==> config.mk <==
export PLATFORM = sky130hd
export DESIGN_NAME = crs_cpu_register_set
export DESIGN_NICKNAME = d
export VERILOG_FILES = /design/src/hw/crs_cpu_register_set.v
export VERILOG_INCLUDE_DIRS = /design/src /design/src/hw
export SDC_FILE = /design/constraint.sdc
export NUM_CORES = 1
export LEC_CHECK = 0
export BUFFER_PORTS_ARGS = -buffer_cell sky130_fd_sc_hd__buf_2
export CORE_ASPECT_RATIO = 1.5
export CORE_UTILIZATION = 35
export DETAILED_ROUTE_END_ITERATION = 8
export GPL_TIMING_DRIVEN = 0
export PLACE_DENSITY = 0.63
export SLEW_MARGIN = 5
export SYNTH_ARGS = -nofsm -noshare
export SYNTH_HDL_FRONTEND = slang
export SYNTH_SLANG_ARGS = --single-unit
==> constraint.sdc <==
create_clock -name ref_clk -period 10.45 [get_ports ref_clk]
set_clock_uncertainty 0.1 [all_clocks]
set_input_delay 1.5675 -clock ref_clk [delete_from_list [all_inputs] [get_ports ref_clk]]
set_output_delay 1.5675 -clock ref_clk [all_outputs]
set_load 0.005 [all_outputs]
==> src/hw/crs_consts.vh <==
// Constants for the CPU register set block
`ifndef CRS_CONSTS_VH
`define CRS_CONSTS_VH
`define CRS_CPU_MODE_ADDR   16'h003b
`define CRS_STACK_PAGE_BIT  2
`define CRS_PAGE0_HIGH      8'h00
`define CRS_PAGE1_HIGH      8'h01
`define CRS_SP_RESET        8'hff
`define CRS_PC_RESET        16'h0000
`define CRS_MODE_RESET      8'h00
// Operation codes on opSel
`define CRS_OP_NONE   4'h0
`define CRS_OP_LDA    4'h1
`define CRS_OP_LDX    4'h2
`define CRS_OP_LDY    4'h3
`define CRS_OP_LDSP   4'h4
`define CRS_OP_PHA    4'h5
`define CRS_OP_PHP    4'h6
`define CRS_OP_PLA    4'h7
`define CRS_OP_PLP    4'h8
`define CRS_OP_MUL    4'h9
`define CRS_OP_DIV    4'ha
`define CRS_OP_STOP   4'hb
`define CRS_OP_WAIT   4'hc
`define CRS_OP_FAST   4'hd
`define CRS_OP_SLOW   4'he
`define CRS_OP_JUMP   4'hf
`endif

==> src/hw/crs_cpu_register_set.v <==
// CPU register set: A, X, Y, stack pointer, PC and mode register
`include "crs_consts.vh"
module crs_cpu_register_set (
   input  wire        ref_clk,
   input  wire        reset,
   input  wire [3:0]  opSel,
   input  wire [7:0]  loadData,
   input  wire [7:0]  statusIn,
   input  wire [7:0]  operand,
   input  wire        pcIncrement,
   input  wire        pcLoad,
   input  wire [15:0] pcLoadValue,
   input  wire        modeWrite,
   input  wire [15:0] modeWriteAddr,
   input  wire [7:0]  modeWriteData,
   input  wire [7:0]  memReadData,
   output reg  [7:0]  accumulator_ff,
   output reg  [7:0]  indexX_ff,
   output reg  [7:0]  indexY_ff,
   output reg  [7:0]  stackPtr_ff,
   output reg  [7:0]  statusOut_ff,
   output reg  [7:0]  cpuModeReg_ff,
   output wire [7:0]  pcHighByte,
   output wire [7:0]  pcLowByte,
   output wire [15:0] stackAddr,
   output wire [15:0] indexedAddrX,
   output wire [15:0] indexedAddrY,
   output wire        memWrite,
   output wire [7:0]  memWriteData,
   output wire        memRead,
   output reg         illegalOp_ff,
   output reg         stopReq_ff,
   output reg         waitReq_ff,
   output reg  [15:0] mulDivResult_ff
);
   reg  [15:0] progCount_ff;
   reg  [15:0] nxt_progCount;
   reg  [7:0]  nxt_accumulator;
   reg  [7:0]  nxt_indexX;
   reg  [7:0]  nxt_indexY;
   reg  [7:0]  nxt_stackPtr;
   reg  [7:0]  nxt_statusOut;
   reg  [7:0]  nxt_cpuModeReg;
   reg         nxt_illegalOp;
   reg         nxt_stopReq;
   reg         nxt_waitReq;
   reg  [15:0] nxt_mulDivResult;
   wire        isPush;
   wire        isPop;
   wire        pageSel;
   wire        divZero;
   wire        modeHit;
   wire [7:0]  spPlusOne;
   wire [7:0]  spMinusOne;
   wire [7:0]  stackLow;
   wire [15:0] productFull;
   wire [15:0] divideFull;

   // Page select taken from mode register
   assign pageSel = cpuModeReg_ff[`CRS_STACK_PAGE_BIT];
   assign spPlusOne  = stackPtr_ff + 8'h01;
   assign spMinusOne = stackPtr_ff - 8'h01;
   // Pop pre-increments, so its address already sits one above the pointer
   assign stackLow = isPop ? spPlusOne : stackPtr_ff;
   assign stackAddr = {(pageSel ? `CRS_PAGE1_HIGH : `CRS_PAGE0_HIGH),
                       stackLow};
   assign indexedAddrX = {8'h00, operand} + {8'h00, indexX_ff};
   assign indexedAddrY = {8'h00, operand} + {8'h00, indexY_ff};
   assign pcHighByte = progCount_ff[15:8];
   assign pcLowByte  = progCount_ff[7:0];

   assign isPush = (opSel == `CRS_OP_PHA) || (opSel == `CRS_OP_PHP);
   assign isPop  = (opSel == `CRS_OP_PLA) || (opSel == `CRS_OP_PLP);
   // Push writes at the current address before the pointer moves
   assign memWrite = isPush;
   assign memWriteData = (opSel == `CRS_OP_PHP) ? statusOut_ff : accumulator_ff;
   assign memRead = isPop;
   assign divZero = (indexX_ff == 8'h00);
   assign modeHit = modeWrite && (modeWriteAddr == `CRS_CPU_MODE_ADDR);
   assign productFull = accumulator_ff * indexX_ff;
   // Divide by zero gives all ones rather than an unknown result
   assign divideFull = divZero ? 16'hffff :
                       {accumulator_ff % indexX_ff, accumulator_ff / indexX_ff};

   // Program counter next value; a load beats an increment
   always @* begin
      nxt_progCount = progCount_ff;
      if (pcLoad) begin
         nxt_progCount = pcLoadValue;
      end else if (pcIncrement) begin
         nxt_progCount = progCount_ff + 16'h0001;
      end
   end

   always @* begin
      nxt_accumulator = accumulator_ff;
      case (opSel)
         `CRS_OP_LDA: nxt_accumulator = loadData;
         `CRS_OP_PLA: nxt_accumulator = memReadData;
         default:     nxt_accumulator = accumulator_ff;
      endcase
   end

   always @* begin
      nxt_indexX = indexX_ff;
      case (opSel)
         `CRS_OP_LDX: nxt_indexX = loadData;
         default:     nxt_indexX = indexX_ff;
      endcase
   end

   always @* begin
      nxt_indexY = indexY_ff;
      case (opSel)
         `CRS_OP_LDY: nxt_indexY = loadData;
         default:     nxt_indexY = indexY_ff;
      endcase
   end

   // Push moves down after its write, pop moves up before its read
   always @* begin
      nxt_stackPtr = stackPtr_ff;
      case (opSel)
         `CRS_OP_LDSP: nxt_stackPtr = loadData;
         `CRS_OP_PHA,
         `CRS_OP_PHP:  nxt_stackPtr = spMinusOne;
         `CRS_OP_PLA,
         `CRS_OP_PLP:  nxt_stackPtr = spPlusOne;
         default:      nxt_stackPtr = stackPtr_ff;
      endcase
   end

   // Idle cycles track the live status; a PLP pop overrides it
   always @* begin
      nxt_statusOut = statusOut_ff;
      case (opSel)
         `CRS_OP_PLP:  nxt_statusOut = memReadData;
         `CRS_OP_NONE,
         `CRS_OP_JUMP: nxt_statusOut = statusIn;
         default:      nxt_statusOut = statusOut_ff;
      endcase
   end

   // Writes to any other address leave the mode register alone
   always @* begin
      nxt_cpuModeReg = cpuModeReg_ff;
      if (modeHit) begin
         nxt_cpuModeReg = modeWriteData;
      end
   end

   // Request flags are single-cycle pulses
   always @* begin
      nxt_illegalOp = 1'b0;
      nxt_stopReq   = 1'b0;
      nxt_waitReq   = 1'b0;
      case (opSel)
         `CRS_OP_STOP: nxt_stopReq = 1'b1;
         `CRS_OP_WAIT: nxt_waitReq = 1'b1;
         `CRS_OP_FAST,
         `CRS_OP_SLOW: nxt_illegalOp = 1'b1;
         default:      nxt_illegalOp = 1'b0;
      endcase
   end

   always @* begin
      nxt_mulDivResult = mulDivResult_ff;
      case (opSel)
         `CRS_OP_MUL: nxt_mulDivResult = productFull;
         `CRS_OP_DIV: nxt_mulDivResult = divideFull;
         default:     nxt_mulDivResult = mulDivResult_ff;
      endcase
   end

   // Program counter
   always @(posedge ref_clk or posedge reset) begin
      if (reset) begin
         progCount_ff <= `CRS_PC_RESET;
      end else begin
         progCount_ff <= nxt_progCount;
      end
   end

   // Data registers, stack and mode; holds come from the next-value logic
   always @(posedge ref_clk or posedge reset) begin
      if (reset) begin
         accumulator_ff  <= 8'h00;
         indexX_ff       <= 8'h00;
         indexY_ff       <= 8'h00;
         stackPtr_ff     <= `CRS_SP_RESET;
         statusOut_ff    <= 8'h00;
         cpuModeReg_ff   <= `CRS_MODE_RESET;
         illegalOp_ff    <= 1'b0;
         stopReq_ff      <= 1'b0;
         waitReq_ff      <= 1'b0;
         mulDivResult_ff <= 16'h0000;
      end else begin
         accumulator_ff  <= nxt_accumulator;
         indexX_ff       <= nxt_indexX;
         indexY_ff       <= nxt_indexY;
         stackPtr_ff     <= nxt_stackPtr;
         statusOut_ff    <= nxt_statusOut;
         cpuModeReg_ff   <= nxt_cpuModeReg;
         illegalOp_ff    <= nxt_illegalOp;
         stopReq_ff      <= nxt_stopReq;
         waitReq_ff      <= nxt_waitReq;
         mulDivResult_ff <= nxt_mulDivResult;
      end
   end
endmodule

* Word-level counts from Yosys, hierarchy flattened *
Cells that the tools add are included.

storage, ports and cells
  bits in registers = 83

cells by class
  add/sub/neg operators = 5
  $mul = 1
  div/mod/pow operators = 2
  equality and inequality tests = 16
  multiplexer cells = 13
  reduce and logical (&&, ||, !) cells = 14

operator list
  cell                                                                    count
  16-bit 2-to-1 mux                                                       3
  4-bit equality test, second input constant                              8
  16-bit one-hot mux with 2 select lines                                  1
  8-bit one-hot mux with 2 select lines                                   2
  8-bit one-hot mux with 3 select lines                                   1
  8-bit by 8-bit adder with 9-bit output                                  2
  16-bit by 1-bit adder with 16-bit output, second input constant         1
  16-bit by 6-bit equality test with 1-bit output, second input constant  1
  4-bit by 3-bit equality test with 1-bit output, second input constant   4
  8-bit by 8-bit multiplier with 16-bit output                            1
  8-bit 2-to-1 mux                                                        2
  8-bit by 1-bit adder with 8-bit output, second input constant           1
  8-bit by 8-bit divider with 8-bit output                                1
  4-bit by 2-bit equality test with 1-bit output, second input constant   2
  8-bit zero test                                                         1
  8-bit by 8-bit remainder unit with 8-bit output                         1
  2-bit nonzero test                                                      4
  2-bit OR reduction                                                      4
  8-bit by 1-bit subtractor with 8-bit output, second input constant      1
  4-bit by 1-bit equality test with 1-bit output, second input constant   1
  4-bit zero test                                                         1
  1-bit 2-to-1 mux                                                        4
  3-bit nonzero test                                                      1
  1-bit logical OR                                                        2
  1-bit logical AND                                                       1

* Logic depth before layout (Yosys ltp) *
  depth in word-level cells = 3
  mapped depth = 48
  gate-level depth less buffers = 47

* Worst setup path before layout *
OpenSTA, ideal clock, no wires.

  path kind = reg-to-reg
  start = register indexX_ff[3]
  end = register mulDivResult_ff[15]
  data arrival time = 11.035 ns
  path slack = -0.750 ns
  cell stages (with the launch flop) = 43
  path buffers = 0
  clock period less this slack = 11.200 ns
  cells stage by stage = dfrtp_1 > nor3_1 > nand2_1 > nor2_1 > a21oi_1 > ha_1 > o21a_1 > o311a_1 > o22ai_1 > ha_1 > o211ai_1 > a211oi_4 > mux2_2 > ha_1 > o211ai_1 > a2111oi_4 > or2_1 > mux2_2 > [7 not listed] > a211oi_1 > nor2_1 > nand2_1 > mux2_2 > ha_1 > nor2_1 > o41a_1 > o21ai_1 > mux2_2 > ha_1 > a21o_1 > a21oi_1 > o21ai_0 > nor2_1 > o21ai_1 > mux2_2 > a311oi_1 > a211o_1

between the ends
  word-level cells in the longest chain between the ends = 3
  elaborated cells between the ends (all ways) = 5
  classes of those cells = mul (1); div (1); mux (2); reduce/logical (1)

ends and longest elaborated chain
  item                                                                                       line                                                  source
  start: declaration                                                                         crs_cpu_register_set.v:18                             output reg [7:0] indexX_ff,
  start signal: assignment                                                                   crs_cpu_register_set.v:199                            indexX_ff <= nxt_indexX;
  8-bit by 8-bit remainder unit with 8-bit output / 8-bit zero test (equally long branches)  crs_cpu_register_set.v:83, crs_cpu_register_set.v:78
  16-bit 2-to-1 mux                                                                          crs_cpu_register_set.v:82                             assign divideFull = divZero ? 16'hffff :
  16-bit one-hot mux with 2 select lines (*)                                                 crs_cpu_register_set.v:168                            case (opSel)
  end signal: assignment                                                                     crs_cpu_register_set.v:207                            mulDivResult_ff <= nxt_mulDivResult;
  end: declaration                                                                           crs_cpu_register_set.v:34                             output reg [15:0] mulDivResult_ff

Every way passes the cells marked *; elsewhere a longest branch is shown, timed or not.
A chain may end at the register's enable or synchronous reset.

* Final worst setup path *
  start = register indexX_ff[4]
  end = register mulDivResult_ff[15]

The elaborated chain is that of the path after synthesis.

==> results.sh <==
export IMPL_async_flop_share=1.00
export IMPL_setup_slack_ns=-0.199
export IMPL_crit_slowest_cell="a2111oi_4"
export IMPL_cts_buffer_depth=2
export IMPL_synth_cells=1034
export IMPL_power_mw=3.41
export IMPL_worst_pin_slew_ns=1.05
export IMPL_drt_iter0_drc=413
export IMPL_gp_congestion=0.899
export IMPL_period_share=1.02
export IMPL_grt_pass1_vias=8506
export IMPL_postRouteAntennaNets=0
export IMPL_routed_via_density=5.20
export IMPL_fin_nets=1533
export IMPL_ys_seq_area_frac=0.238
export IMPL_crit_top_cell="ha_4"
export IMPL_cp_max_fo=6
export IMPL_cp_required_ns=10.64
export IMPL_routedWlPerCell_um=16.7
export IMPL_dieArea_um2=25700
export IMPL_synth_seq_cells=83
export IMPL_ys_warn_count=0
export IMPL_rsz0062_at_grt="true"
export IMPL_finalSetupTns_ns=-1.14
export IMPL_relSlewSlack=0.298
export IMPL_drv_cap=0
export IMPL_die_w_um=131
export IMPL_drt_first_pass_iters=5
export IMPL_vias=8556
export IMPL_cp_arrival_ns=10.84
export IMPL_p_leak_nw=5.65
export IMPL_clock_sinks=83
export IMPL_root_buffer="clkbuf_16"
export IMPL_insertion_delay_ns=0.35
export IMPL_antenna_cells=0
export IMPL_path_class="reg -> reg"
export IMPL_areaGrowthSynthToFinish_pct=30.7
export IMPL_grt_pass1_wl_um=42900
export IMPL_power_density_nw_per_um2=298
export IMPL_grt_total_usage=0.211
export IMPL_grt_max_degree=60
export IMPL_htree_levels=3
export IMPL_io_buffers=196
export IMPL_drt_total_wl_um=27500
export IMPL_avgSynthCellArea_um2=8.47
export IMPL_coreArea_um2=24400
export IMPL_violations="setup timing"
export IMPL_row_count=70
export IMPL_regArea_um2=2100
export IMPL_gr_total_overflow=0
export IMPL_synth_edf_count=0
export IMPL_clkTransAtPathRegs_ns=0.07
export IMPL_ir_drop_mv=0.176
export IMPL_reg2reg_setup_slack_ns=-0.20
export IMPL_finalMaxSlewViolations=0
export IMPL_pin_count=222
export IMPL_start_util=0.358
export IMPL_hpwl_um=21300
export IMPL_crit_path_start_kind="flop"
export IMPL_multiInputGateArea_um2=6560
export IMPL_crit_path_max_incr_delay_ns=0.46
export IMPL_drc=0
export IMPL_cts_buffers=9
export IMPL_ys_types=76
export IMPL_cts_tree="built"
export IMPL_synth_flop_cell="dfrtp_1"
export IMPL_crit_path_end_kind="flop"
export IMPL_synthesis_area_um2=8760
export IMPL_setup_viol=9
export IMPL_fmax_ghz=0.0939
export IMPL_period_minus_slack_ns=10.65
export IMPL_die_h_um=196
export IMPL_antenna_found_initial=0
export IMPL_fill_cells=2380
export IMPL_finalHoldViolations=0
export IMPL_drive_above_1_share=0.313
export IMPL_worstHoldPathType="reg -> reg"
export IMPL_status="finished with violations"
-- registers in the layout, summed over array words and instances, names as in the netlist --
signal and count:
indexX_ff 8, stackPtr_ff 8, progCount_ff 16, statusOut_ff 8, illegalOp_ff 1, mulDivResult_ff 16, cpuModeReg_ff 8, waitReq_ff 1
indexY_ff 8, accumulator_ff 8, stopReq_ff 1
-- synthesized netlist by cell type, types with 3 or more instances --
| library cell | n | area [um2] |
|---|---|---|
| a22oi_1 | 10 | 75.1 |
| buf_4 | 22 | 165 |
| nand3_1 | 11 | 55.1 |
| a21o_1 | 11 | 82.6 |
| o211ai_1 | 8 | 60.1 |
| clkbuf_1 | 29 | 109 |
| ha_1 | 97 | 1210 |
| xnor2_1 | 33 | 289 |
| inv_1 | 86 | 323 |
| nor2_1 | 72 | 270 |
| o31a_1 | 5 | 43.8 |
| a21oi_1 | 44 | 220 |
| dfrtp_1 | 75 | 1880 |
| mux2_2 | 27 | 304 |
| dfstp_2 | 8 | 210 |
| o21ai_0 | 81 | 405 |
| o21ai_1 | 6 | 30.0 |
| nor2b_1 | 7 | 43.8 |
| or3_1 | 7 | 43.8 |
| o21a_1 | 16 | 120 |
| nand4_1 | 5 | 31.3 |
| o22ai_1 | 4 | 25.0 |
| a22o_1 | 3 | 26.3 |
| or2_2 | 6 | 37.5 |
| and3_1 | 6 | 37.5 |
| nand2_1 | 142 | 533 |
| a211oi_1 | 10 | 75.1 |
| nand2b_1 | 8 | 50.1 |
| a31oi_1 | 6 | 37.5 |
| buf_2 | 3 | 15.0 |
| nor4_1 | 3 | 18.8 |
| xor2_1 | 30 | 263 |
| nor3_1 | 28 | 140 |
| fa_1 | 39 | 781 |
| o21bai_1 | 5 | 37.5 |
| and2_1 | 19 | 119 |
| and4_1 | 3 | 26.3 |
| mux2i_1 | 13 | 130 |
-- path summary, 6_finish.rpt --
check	from	cells after the start	end
max in group asynchronous	reset	3	stackPtr_ff[3]$_DFFE_PP1P_
min reg2reg	mulDivResult_ff[3]$_DFFE_PP0P_	2	mulDivResult_ff[3]$_DFFE_PP0P_
min in group asynchronous	reset	2	cpuModeReg_ff[2]$_DFFE_PP0P_
max	indexX_ff[4]$_DFFE_PP0N_	47	mulDivResult_ff[15]$_DFFE_PP0P_
max reg2reg	indexX_ff[4]$_DFFE_PP0N_	47	mulDivResult_ff[15]$_DFFE_PP0P_
min	mulDivResult_ff[3]$_DFFE_PP0P_	2	mulDivResult_ff[3]$_DFFE_PP0P_
-- final cells by class --
cell class	count	share of cell area
well taps	324	0.0354
inverters	88	0.0301
multi-input cells	827	0.573
clock buffers	11	0.0203
plain buffers	55	0.0275
clock inverters	5	0.00547
repair buffers	252	0.125
flip-flops and latches	83	0.183
-- critical path, delay by kind of cell (launching register included) --
kind / cells / cell delay [ns]
simple gates: 12 / 1.61
mux: 4 / 1.32
fa+ha+maj: 7 / 2.05
flops: 1 / 0.40
buf+inv: 5 / 0.72
compound gates: 19 / 4.36
-- repair_timing --
item | CTS | global route
hold buffers | 0 | 0
pin swaps | 18 | 43
gates resized for setup | 48 | 43
setup endpoints to repair | 9 | 9
buffers inserted | 29 | 26
-- layout by cell type, fill, tap and decap left out, drive strengths merged, types with 4 or more instances in the layout --
cell type  netlist  final
clkbuf          29     38
and3             6      6
nor2b            7      7
dfstp            8      8
a21oi           45     45
nor2            72     72
xnor2           33     33
o21bai           5      5
o21a            16     16
fa              39     39
a21o            11     11
nand2b           8      8
buf             27    280
o211ai           8      8
nand2          142    142
ha              97     97
inv             86     86
nand3           11     11
o22ai            4      4
nor3            29     29
dfrtp           75     75
o21ai           88     88
conb             1     21
o31a             5      5
a22oi           10     10
nand4            5      5
a31oi            6      6
or3              7      7
mux2            28     28
mux2i           13     13
xor2            30     30
or2              7      7
and2            19     19
a211oi          11     11
-- power breakdown --
part / switching (mW) / internal, mW / total, mW
logic: 1.39 / 1.23 / 2.62
registers: 0.0710 / 0.395 / 0.466
clock network: 0.138 / 0.187 / 0.325
total: 1.60 / 1.81 / 3.41
-- stage by stage --
stage	instances	instance area [um2]	utilization	hold slack (ns)	setup WS [ns]
global placement	1574	10300	0.422	0.359	-1.79
finish	1645	11400	0.468	0.372	-0.199
detailed placement	1575	10400	0.424	0.366	-1.86
global route	1645	11400	0.468	0.393	-0.578
floorplan	1054	8930	-	0.373	0.000865
CTS	1620	11100	0.454	0.381	0.00361
-- per-layer routing --
layer | track usage | part of all wire
met5 | 0 | 0
met4 | 0.133 | 0.054
met3 | 0.0328 | 0.056
met2 | 0.379 | 0.50
met1 | 0.232 | 0.39
-- kinds of logic after synthesis --
kind of cell / after synthesis / synth area share
simple gates: 328 / 0.172
flops: 83 / 0.238
fa+ha+maj: 136 / 0.228
compound gates: 238 / 0.175
mux: 41 / 0.0513
xor+xnor: 63 / 0.0630
buf+inv: 144 / 0.0724
other cells: 1 / 0.000428
No activity file was read; power rests on OpenSTA's default activity.
